`src/logic/adc_demux_pkg.sv`:
```
package adc_demux_pkg;
    // Sample word and decode slice widths
    localparam int WORD_W = 8;
    localparam int MSB_W = 3;
    localparam int MID_W = 2;
    localparam int LSB_W = 3;
    // Latency to the bank selection stage, in half sample cycles
    localparam int LATENCY_HALF_CYCLES = 5;
    // Least time rounds up to whole aclk cycles
    localparam int LATENCY_CYCLES = (LATENCY_HALF_CYCLES + 1) / 2;

    // Output modes, coded as {first select, second select}
    typedef enum logic [1:0] {
        MODE_PARALLEL = 2'b00,
        MODE_INTERLEAVED = 2'b01,
        MODE_SINGLE = 2'b10
    } out_mode_e;

    // Register map, byte addresses
    localparam logic [3:0] CTRL_OFFSET = 4'h0;
    localparam logic [3:0] STATUS_OFFSET = 4'h4;
    localparam logic [3:0] SAMPLE_OFFSET = 4'h8;
    localparam int ADDR_W = 4;

    // Control fields
    localparam int CTRL_SOFT_PD_BIT = 0;
    localparam int CTRL_RESYNC_BIT = 1;
    localparam logic CTRL_SOFT_PD_RESET = 1'b0;

    // Status fields
    localparam int STATUS_MODE_LSB = 0;
    localparam int STATUS_PHASE_BIT = 2;
    localparam int STATUS_PD_BIT = 3;

    // AXI responses
    localparam logic [1:0] RESP_OKAY = 2'b00;
    localparam logic [1:0] RESP_SLVERR = 2'b10;
    localparam logic [WORD_W-1:0] WORD_RESET = 8'h00;
endpackage

```
`src/logic/adc_output_demux_control.sv`:
```
`timescale 1ns/1ns
// What this block does
// - Sample reaches bank stage after fixed latency
// - Low three bits latched one cycle later
// - At most three bits resolved per stage
// - Gray folder codes decoded by xor cells
// - Output words are straight binary, monotonic
// - Two mode pins choose output mode
// - Single mode uses first bank only
// - Interleaved mode alternates banks each sample
// - Parallel mode delays first bank one sample
// - Half rate derived by dividing by two
// - Divider phase picks the receiving bank
// - Differential reset phase-aligns the divider
// - Strobe latches data or shows bank
// - Power-down tri-states all data and strobe
module adc_output_demux_control
    import adc_demux_pkg::*;
(
    // Clock and reset
    input wire logic aclk,
    input wire logic aresetn,
    // Folder results, gray coded
    input wire logic [adc_demux_pkg::MSB_W-1:0] fold_msb_gray,
    input wire logic [adc_demux_pkg::MID_W-1:0] fold_mid_gray,
    input wire logic [adc_demux_pkg::LSB_W-1:0] fold_lsb_gray,
    // Static pins
    input wire logic output_mode_sel_first,
    input wire logic output_mode_sel_second,
    input wire logic power_down_pin,
    input wire logic sync_reset_p,
    input wire logic sync_reset_n,
    // First bank
    output logic [adc_demux_pkg::WORD_W-1:0] first_bank_bus,
    output logic first_bank_oe,
    // Second bank
    output logic [adc_demux_pkg::WORD_W-1:0] second_bank_bus,
    output logic second_bank_oe,
    // Differential strobe
    output logic output_strobe_p,
    output logic output_strobe_n,
    output logic output_strobe_oe,
    // AXI4-Lite write address
    input wire logic [adc_demux_pkg::ADDR_W-1:0] s_axi_awaddr,
    input wire logic s_axi_awvalid,
    output logic s_axi_awready,
    // AXI4-Lite write data
    input wire logic [31:0] s_axi_wdata,
    input wire logic [3:0] s_axi_wstrb,
    input wire logic s_axi_wvalid,
    output logic s_axi_wready,
    // AXI4-Lite write response
    output logic [1:0] s_axi_bresp,
    output logic s_axi_bvalid,
    input wire logic s_axi_bready,
    // AXI4-Lite read address
    input wire logic [adc_demux_pkg::ADDR_W-1:0] s_axi_araddr,
    input wire logic s_axi_arvalid,
    output logic s_axi_arready,
    // AXI4-Lite read data
    output logic [31:0] s_axi_rdata,
    output logic [1:0] s_axi_rresp,
    output logic s_axi_rvalid,
    input wire logic s_axi_rready
);
    import adc_demux_pkg::*;

    logic [MSB_W-1:0] msb_bin;
    logic [MSB_W-1:0] msb_bin_q;
    logic [MID_W-1:0] mid_gray_q;
    logic [MID_W-1:0] mid_bin;
    logic [MSB_W+MID_W-1:0] upper_bin_q;
    logic [LSB_W-1:0] lsb_gray_q;
    logic [LSB_W-1:0] lsb_bin;
    logic [WORD_W-1:0] word_q;
    logic [WORD_W-1:0] hold_q;
    logic [WORD_W-1:0] bank_a_q;
    logic [WORD_W-1:0] bank_b_q;
    logic strobe_q;
    logic phase;
    logic resync;
    logic resync_pulse_q;
    logic soft_pd_q;
    logic powered_down;
    out_mode_e mode;

    // Stage 1: three top bits from the coarse folder
    gray_slice #(.W(MSB_W)) u_msb_slice (
        .gray(fold_msb_gray),
        .upper_bit(1'b0),
        .bin(msb_bin)
    );

    always_ff @(posedge aclk) begin
        if (!aresetn) begin
            msb_bin_q <= '0;
            mid_gray_q <= '0;
        end else begin
            msb_bin_q <= msb_bin;
            mid_gray_q <= fold_mid_gray;
        end
    end

    // Stage 2: two middle bits; low bits caught one cycle after the top bits
    gray_slice #(.W(MID_W)) u_mid_slice (
        .gray(mid_gray_q),
        .upper_bit(msb_bin_q[0]),
        .bin(mid_bin)
    );

    always_ff @(posedge aclk) begin
        if (!aresetn) begin
            upper_bin_q <= '0;
            lsb_gray_q <= '0;
        end else begin
            upper_bin_q <= {msb_bin_q, mid_bin};
            lsb_gray_q <= fold_lsb_gray;
        end
    end

    // Stage 3: three low bits, completing the straight binary word
    gray_slice #(.W(LSB_W)) u_lsb_slice (
        .gray(lsb_gray_q),
        .upper_bit(upper_bin_q[0]),
        .bin(lsb_bin)
    );

    // Word is ready at the bank stage LATENCY_CYCLES edges after the top bits
    always_ff @(posedge aclk) begin
        if (!aresetn) begin
            word_q <= WORD_RESET;
        end else begin
            word_q <= {upper_bin_q, lsb_bin};
        end
    end

    // Mode pins are read live; changing them mid-run needs a resync
    always_comb begin
        if (output_mode_sel_first) begin
            mode = MODE_SINGLE;
        end else if (output_mode_sel_second) begin
            mode = MODE_INTERLEAVED;
        end else begin
            mode = MODE_PARALLEL;
        end
    end

    // Differential reset counts only when the pair is driven p high, n low
    assign resync = (sync_reset_p & ~sync_reset_n) | resync_pulse_q;

    half_rate_divider u_divider (
        .aclk(aclk),
        .aresetn(aresetn),
        .resync(resync),
        .phase(phase)
    );

    // Bank routing; single mode relies on the source keeping to its rate
    always_ff @(posedge aclk) begin
        if (!aresetn) begin
            bank_a_q <= WORD_RESET;
            bank_b_q <= WORD_RESET;
            hold_q <= WORD_RESET;
        end else begin
            case (mode)
                MODE_SINGLE: begin
                    bank_a_q <= word_q;
                end
                MODE_INTERLEAVED: begin
                    if (!phase) begin
                        bank_a_q <= word_q;
                    end else begin
                        bank_b_q <= word_q;
                    end
                end
                default: begin
                    if (!phase) begin
                        hold_q <= word_q;
                    end else begin
                        bank_a_q <= hold_q;
                        bank_b_q <= word_q;
                    end
                end
            endcase
        end
    end

    // Strobe toggles per sample in single mode, marks bank in interleaved mode and the new pair in parallel mode
    always_ff @(posedge aclk) begin
        if (!aresetn) begin
            strobe_q <= 1'b0;
        end else begin
            strobe_q <= phase;
        end
    end

    assign powered_down = power_down_pin | soft_pd_q;
    assign first_bank_bus = bank_a_q;
    assign second_bank_bus = bank_b_q;
    assign output_strobe_p = strobe_q;
    assign output_strobe_n = ~strobe_q;
    assign first_bank_oe = ~powered_down;
    assign second_bank_oe = ~powered_down;
    assign output_strobe_oe = ~powered_down;

    // AXI4-Lite slave: address and data taken in either order
    logic aw_held_q;
    logic w_held_q;
    logic [ADDR_W-1:0] awaddr_q;
    logic [31:0] wdata_q;
    logic [3:0] wstrb_q;
    logic bvalid_q;
    logic [1:0] bresp_q;
    logic rvalid_q;
    logic [31:0] rdata_q;
    logic [1:0] rresp_q;
    logic do_write;

    assign s_axi_awready = ~aw_held_q & ~bvalid_q;
    assign s_axi_wready = ~w_held_q & ~bvalid_q;
    assign do_write = aw_held_q & w_held_q;

    always_ff @(posedge aclk) begin
        if (!aresetn) begin
            aw_held_q <= 1'b0;
            awaddr_q <= '0;
        end else if (s_axi_awvalid && s_axi_awready) begin
            aw_held_q <= 1'b1;
            awaddr_q <= s_axi_awaddr;
        end else if (do_write) begin
            aw_held_q <= 1'b0;
        end
    end

    always_ff @(posedge aclk) begin
        if (!aresetn) begin
            w_held_q <= 1'b0;
            wdata_q <= '0;
            wstrb_q <= '0;
        end else if (s_axi_wvalid && s_axi_wready) begin
            w_held_q <= 1'b1;
            wdata_q <= s_axi_wdata;
            wstrb_q <= s_axi_wstrb;
        end else if (do_write) begin
            w_held_q <= 1'b0;
        end
    end

    // Control writes; the resync bit is a one-cycle pulse, never stored
    always_ff @(posedge aclk) begin
        if (!aresetn) begin
            soft_pd_q <= CTRL_SOFT_PD_RESET;
            resync_pulse_q <= 1'b0;
        end else begin
            resync_pulse_q <= 1'b0;
            if (do_write && awaddr_q == CTRL_OFFSET && wstrb_q[0]) begin
                soft_pd_q <= wdata_q[CTRL_SOFT_PD_BIT];
                resync_pulse_q <= wdata_q[CTRL_RESYNC_BIT];
            end
        end
    end

    always_ff @(posedge aclk) begin
        if (!aresetn) begin
            bvalid_q <= 1'b0;
            bresp_q <= RESP_OKAY;
        end else if (do_write) begin
            bvalid_q <= 1'b1;
            if (awaddr_q == CTRL_OFFSET) begin
                bresp_q <= RESP_OKAY;
            end else if (awaddr_q == STATUS_OFFSET || awaddr_q == SAMPLE_OFFSET) begin
                bresp_q <= RESP_OKAY;
            end else begin
                bresp_q <= RESP_SLVERR;
            end
        end else if (s_axi_bready) begin
            bvalid_q <= 1'b0;
        end
    end

    assign s_axi_bvalid = bvalid_q;
    assign s_axi_bresp = bresp_q;
    assign s_axi_arready = ~rvalid_q;

    always_ff @(posedge aclk) begin
        if (!aresetn) begin
            rvalid_q <= 1'b0;
            rdata_q <= '0;
            rresp_q <= RESP_OKAY;
        end else if (s_axi_arvalid && !rvalid_q) begin
            rvalid_q <= 1'b1;
            rresp_q <= RESP_OKAY;
            rdata_q <= '0;
            if (s_axi_araddr == CTRL_OFFSET) begin
                rdata_q[CTRL_SOFT_PD_BIT] <= soft_pd_q;
            end else if (s_axi_araddr == STATUS_OFFSET) begin
                rdata_q[STATUS_MODE_LSB+:2] <= mode;
                rdata_q[STATUS_PHASE_BIT] <= phase;
                rdata_q[STATUS_PD_BIT] <= powered_down;
            end else if (s_axi_araddr == SAMPLE_OFFSET) begin
                rdata_q[WORD_W-1:0] <= word_q;
            end else begin
                rresp_q <= RESP_SLVERR;
            end
        end else if (s_axi_rready) begin
            rvalid_q <= 1'b0;
        end
    end

    assign s_axi_rvalid = rvalid_q;
    assign s_axi_rdata = rdata_q;
    assign s_axi_rresp = rresp_q;
endmodule // adc_output_demux_control

```
`src/logic/gray_slice.sv`:
```
`timescale 1ns/1ns
// Gray to binary over one slice, chained from the next more significant bit
module gray_slice #(
    parameter int W = 3
) (
    // Slice input
    input wire logic [W-1:0] gray,
    input wire logic upper_bit,
    // Slice output
    output logic [W-1:0] bin
);
    always_comb begin
        bin[W-1] = upper_bit ^ gray[W-1];
        for (int i = W - 2; i >= 0; i--) begin
            bin[i] = bin[i+1] ^ gray[i];
        end
    end
endmodule // gray_slice

```
`src/logic/half_rate_divider.sv`:
```
`timescale 1ns/1ns
// Divide by two of the sample clock, as a phase bit with resync
module half_rate_divider (
    // Clock and reset
    input wire logic aclk,
    input wire logic aresetn,
    // Control
    input wire logic resync,
    // State
    output logic phase
);
    logic phase_q;

    always_ff @(posedge aclk) begin
        if (!aresetn || resync) begin
            phase_q <= 1'b0;
        end else begin
            phase_q <= ~phase_q;
        end
    end

    assign phase = phase_q;
endmodule // half_rate_divider

```
`config.mk`:
```
export PLATFORM = sky130hd
export DESIGN_NAME = adc_output_demux_control
export DESIGN_NICKNAME = d
export VERILOG_FILES = /design/src/logic/adc_demux_pkg.sv /design/src/logic/adc_output_demux_control.sv /design/src/logic/gray_slice.sv /design/src/logic/half_rate_divider.sv
export SDC_FILE = /design/constraint.sdc
export NUM_CORES = 1
export LEC_CHECK = 0
export BUFFER_PORTS_ARGS = -buffer_cell sky130_fd_sc_hd__buf_4
export CORE_MARGIN = 5
export CORE_UTILIZATION = 51
export DETAILED_ROUTE_END_ITERATION = 6
export PLACE_DENSITY = 0.92
export SLEW_MARGIN = 20
export SYNTH_ARGS = -nofsm -noshare
export SYNTH_HDL_FRONTEND = slang
export SYNTH_HIERARCHICAL = 1
export SYNTH_SLANG_ARGS = --single-unit
export TNS_END_PERCENT = 30
```
`constraint.sdc`:
```
create_clock -name aclk -period 2.7 [get_ports aclk]
set_input_delay 0.54 -clock aclk [delete_from_list [all_inputs] [get_ports aclk]]
set_output_delay 0.54 -clock aclk [all_outputs]
set_load 0.01 [all_outputs]
```
* Word-level counts from Yosys, hierarchy flattened
Cells that the tools add are included.
Widths: inputs -> output; s select.
** Cells by class
- Add/sub/neg operators :: 0
- Multiply operators :: 0
- Div/mod/pow operators :: 0
- Order comparisons :: 0
- Eq/ne operators :: 7
- Shift-type cells :: 0
- Multiplexer cells :: 22
- Bitwise logic cells :: 23
- Reductions and logical operators :: 21
** Operators by type and width (count)
- $mux 8 :: 3
- $pmux 8 s2 :: 1
- $mux 2 :: 6
- $not 1->1 :: 10
- $mux 1 :: 9
- $eq 4x3->1 const B :: 2
- $eq 4x4->1 const B :: 2
- $logic_not 4->1 :: 2
- $mux 4 :: 2
- $reduce_and 2->1 :: 4
- $reduce_bool 2->1 :: 4
- $mux 7 :: 1
- $xor 1x1->1 :: 7
- $logic_and 1x1->1 :: 5
- $and 1x1->1 :: 4
- $reduce_bool 3->1 :: 1
- $eq 2x1->1 const B :: 1
- $eq 2x2->1 const B :: 1
- $logic_not 1->1 :: 2
- $logic_or 1x1->1 :: 2
- $ne 2x2->1 const B :: 1
- $or 1x1->1 :: 2
- $reduce_or 2->1 :: 1
** Word-level totals
- Register bits after elaboration :: 72
- Bits in latches :: 0
- RAM bits :: 0
- Memory bits (read-only) :: 0
- Memories :: 0

* Longest topological paths before layout
- Depth after elaboration :: 6
- Depth in mapped cells :: 6
- Depth with buffers taken out :: 4

* Cells and area by module
Netlist, hierarchy kept.
** Modules (own cells, without submodules)
- adc_output_demux_control :: times used 1, cells each 285, area an instance 2844.0 µm², seq. area each 1381.3 µm²
- gray_slice at u_lsb_slice ... :: times used 2, cells each 4, area an instance 42.5 µm², seq. area each 0.0 µm²
- gray_slice at u_mid_slice :: times used 1, cells each 2, area an instance 32.5 µm², seq. area each 0.0 µm²
- half_rate_divider :: times used 1, cells each 2, area an instance 32.5 µm², seq. area each 20.0 µm²

* Worst setup path before layout
No wires, ideal clock.
- Path type :: in2out
- From :: in power_down_pin
- To :: out output_strobe_oe
- Data arrival time :: 0.939 ns
- Data required time :: 2.160 ns
- Setup slack :: 1.221 ns
- Stages :: 2
- Path through :: nor2_1 > buf_4
** On the way
- Longest elaborated chain between the ends :: 2
** RTL lines
- from (decl) :: RTL line adc_output_demux_control.sv:30 : input wire logic power_down_pin,
- $or 1x1->1 :: RTL line adc_output_demux_control.sv:197 : assign powered_down = power_down_pin | soft_pd_q;
- $not 1->1 :: RTL line adc_output_demux_control.sv:204 : assign output_strobe_oe = ~powered_down;
- to (decl) :: RTL line adc_output_demux_control.sv:42 : output logic output_strobe_oe,
Every way passes these cells.

* Worst setup path after layout
- From :: reg soft_pd_q
- To :: out second_bank_oe
** On the way
- Longest elaborated chain between the ends :: 2
** RTL lines
- from (decl) :: RTL line adc_output_demux_control.sv:83 : logic soft_pd_q;
- from (signal assigned) :: RTL line adc_output_demux_control.sv:257 : soft_pd_q <= wdata_q[CTRL_SOFT_PD_BIT];
- $or 1x1->1 :: RTL line adc_output_demux_control.sv:197
- $not 1->1 :: RTL line adc_output_demux_control.sv:203 : assign second_bank_oe = ~powered_down;
- to (decl) :: RTL line adc_output_demux_control.sv:38 : output logic second_bank_oe,
Every way passes these cells.

==> results.md <==
- Remaining antenna violation count: 0
- Worst vdd ir: 396 uV
- Final min period: 1.71 ns
- Area after DPL: 3400 sq um
- Post-CTS Resized: 0
- Largest net degree at the start of global routing: 71
- Critical path peak fanout: 4
- CTS H-Tree Depth: 3
- First-pass GRT wire length: 9160 microns
- Pwr per Cell Area: 689 nW/um^2
- Lkg Pwr: 1.62 nW
- Clk slew on worst S/H paths: 0.08 ns
- CTS Root Cell: clkbuf_8
- Slew HR: 0.641
- Ant. Diodes: 0
- Initial Utilization: 0.515
- Max Fclk: a little under 600 MHz
- # fillers: 510
- Die width: a little under 90 microns
- Max Cap Viol: 0
- RSZ-0062 raised after global routing: no
- Worst Max-Slew Pin Slew: 0.538 ns
- Yosys cell types: 41
- Beginning of the worst hold path: fold_lsb_gray[0]
- Mean Syn Cell Area: 10.1 sq um
- Detailed Route Iter0 Violations: between 70 and 80
- Mapped Cells: just under 300
- CTS Buf Count: 9
- WHS Path Cells: 2
- Initial antenna violation count: 0
- CTS tree: yes
- Total wire length: around 5800 microns
- Reg2reg setup slack: ~1.2 ns
- Hold Fails Final Rpt: 0
- Final instance area: 3670 sq um
- Vias per Instance: roughly 4.8
- Worst reg2reg endpoint: first_bank_bus[2]$_SDFFE_PN0P_
- # IOs: ~130
- Register area: ~1400 sq um
- GRT Total Usage: 0.159
- Hold endpoint: lsb_gray_q[0]$_SDFF_PN0_
- Detailed placement HPWL: 4140 microns
- Port bufs: 66
- Share of cells above drive strength 1: 0.253
- Placed cell count: 422
- Most frequent cells in the layout: 70 x dfxtp_1, 68 x buf_4, 33 x nor2b_1, 27 x conb_1
- FF-to-FF path depth: 4
- Clock Path Buffers: 2
- Avg WL per Cell: between 10 and 15 microns
- RePlAce Congestion: roughly 0.75
- Clock skew: 0.00483 ns
- CP Data Arrival Time: 1.17 ns
- Final setup violation count: 0
- Outcome: complete, no violations
- Area of the multi-input gates: 1390 sq um
- Hold Buf Count CTS: 0
- Worst-Skew Late Latency: 0.34 ns
- Commonest non-fill, non-tap cell in the layout: dfxtp_1
- Ys Warns: 6
- Vias in the first global route: 2052
- Final period util: 0.633
- Die Y: approximately 87 microns
- CP Data Required Time: 2.16 ns
- Layout Cells excl Fill: about 440
- Post-synthesis sequential area ratio: 0.468
- First-pass DRT Iterations: 4
- Layout Area Growth over Synthesis: 22.6%
- Final setup TNS: 0 ns
- Vias: 2121
- Max Transition Viols Final: 0
- Grt ovf: 0
- Element type at the critical path end: primary output
- Clock Sinks: 70
- Final #Nets: 422
- Worst r2r src: u_divider/phase$_SDFF_PP0_
- Cell Rows: 28
- Syn Std Cell Area: around 3000 sq um
- Crit start category: flip-flop
- HP Class: in -> reg
- Critical setup path kind: reg -> out
- Total setup buffers inserted after CTS: 0
- Core area: 5820 sq um
- Drc violations: 0
- Flops & latches, synth: 70
- Die area: 7500 sq um
-- synth_stat cells --
cell / number / area share
dfxtp_1: 70 / 0.47
nor2b_1: 33 / 0.069
buf_4: 30 / 0.075
and2_1: 25 / 0.052
mux2i_1: 25 / 0.084
nand2_1: 13 / 0.016
nand3_1: 11 / 0.018
o21ai_0: 10 / 0.017
o211a_1: 9 / 0.030
clkbuf_1: 7 / 0.0088
nor2_1: 7 / 0.0088
nand2b_1: 6 / 0.013
buf_2: 5 / 0.0084
xnor2_1: 5 / 0.015
a22oi_1: 4 / 0.010
inv_1: 3 / 0.0038
o31ai_1: 3 / 0.0075
xor2_1: 3 / 0.0088
a21oi_1: 2 / 0.0033
a31oi_1: 2 / 0.0042
nor4_1: 2 / 0.0042
o21a_1: 2 / 0.0050
xor2_2: 2 / 0.011
a2111oi_0: 1 / 0.0029
a211o_1: 1 / 0.0029
a211oi_2: 1 / 0.0042
a21boi_0: 1 / 0.0025
a21o_1: 1 / 0.0025
and3_2: 1 / 0.0025
and3b_1: 1 / 0.0029
buf_6: 1 / 0.0038
clkbuf_2: 1 / 0.0017
conb_1: 1 / 0.0013
nor3_2: 1 / 0.0033
nor3_4: 1 / 0.0054
nor3b_1: 1 / 0.0025
nor3b_2: 1 / 0.0042
nor4_2: 1 / 0.0042
or2_1: 1 / 0.0021
or3b_1: 1 / 0.0029
xor3_1: 1 / 0.0079
-- critical path, cell delays in order, from the launching register on --
cell	delay, ns
dfxtp_1	0.34
nor2_1	0.30
buf_4	0.19
-- logic make-up after synthesis --
logic type	share of synthesized area
xor+xnor	0.0422
mux	0.0836
other cells	0.00125
flops	0.468
simple gates	0.211
buf+inv	0.102
compound gates	0.0919
-- sequential cells by signal, indices dropped and copies added, names as in the netlist --
signal / cells
s_axi_bvalid: 1
w_held_q: 1
s_axi_rresp: 1
first_bank_bus: 8
awaddr_q: 4
s_axi_rvalid: 1
lsb_gray_q: 3
u_divider/phase: 1
s_axi_rdata: 8
msb_bin_q: 3
second_bank_bus: 8
upper_bin_q: 5
aw_held_q: 1
wstrb_q: 1
resync_pulse_q: 1
output_strobe_p: 1
word_q: 8
mid_gray_q: 2
hold_q: 8
soft_pd_q: 1
s_axi_bresp: 1
wdata_q: 2
-- stage by stage --
step | util | setup WS, ns | power (W) | hold slack [ns]
2_1_floorplan | - | 1.22 | 0.00137 | 0.412
3_3_place_gp | 0.585 | 1.03 | 0.00144 | 0.414
3_5_place_dp | 0.585 | 1.01 | 0.00145 | 0.423
4_1_cts | 0.631 | 0.965 | 0.00255 | 0.386
5_1_grt | 0.631 | 0.909 | 0.00264 | 0.384
6_report | 0.631 | 0.992 | 0.00253 | 0.401
-- area by class of cell --
| type | instances | area share |
|---|---|---|
| clock buffers | 9 | 0.0337 |
| well taps | 75 | 0.0256 |
| multi-input cells | 206 | 0.378 |
| repair buffers | 68 | 0.139 |
| flip-flops and latches | 70 | 0.382 |
| clock inverters | 7 | 0.0395 |
| inverters | 3 | 0.00307 |
-- report_power, final --
| group | switching [W] | leakage (nW) | total, W | internal (W) |
|---|---|---|---|---|
| logic | 0.000139 | 0.917 | 0.000287 | 0.000148 |
| registers | 0.0000436 | 0.573 | 0.00113 | 0.00109 |
| clock network | 0.000396 | 0.130 | 0.00111 | 0.000711 |
| total | 0.000579 | 1.62 | 0.00253 | 0.00195 |
-- per-layer routing --
metal	vias to the layer above	part of all wire	track usage
li1	1059	-	-
met1	980	0.39	0.172
met2	73	0.49	0.267
met3	9	0.098	0.0684
met4	0	0.015	0.0751
met5	-	0	0
-- worst max path at each step --
stage / startpoint / end / slack [ns] / depth (start not counted)
after floorplan: power_down_pin / output_strobe_oe / 1.22 / 2
after CTS: soft_pd_q$_SDFFE_PN0P_ / output_strobe_oe / 0.96 / 2
final: soft_pd_q$_SDFFE_PN0P_ / second_bank_oe / 0.99 / 2
after global placement: output_mode_sel_second / first_bank_bus[5]$_SDFFE_PN0P_ / 1.03 / 5
after global routing: soft_pd_q$_SDFFE_PN0P_ / output_strobe_oe / 0.91 / 2
after detailed placement: output_mode_sel_second / first_bank_bus[2]$_SDFFE_PN0P_ / 1.01 / 5
Power figures use the tool's default switching activity.
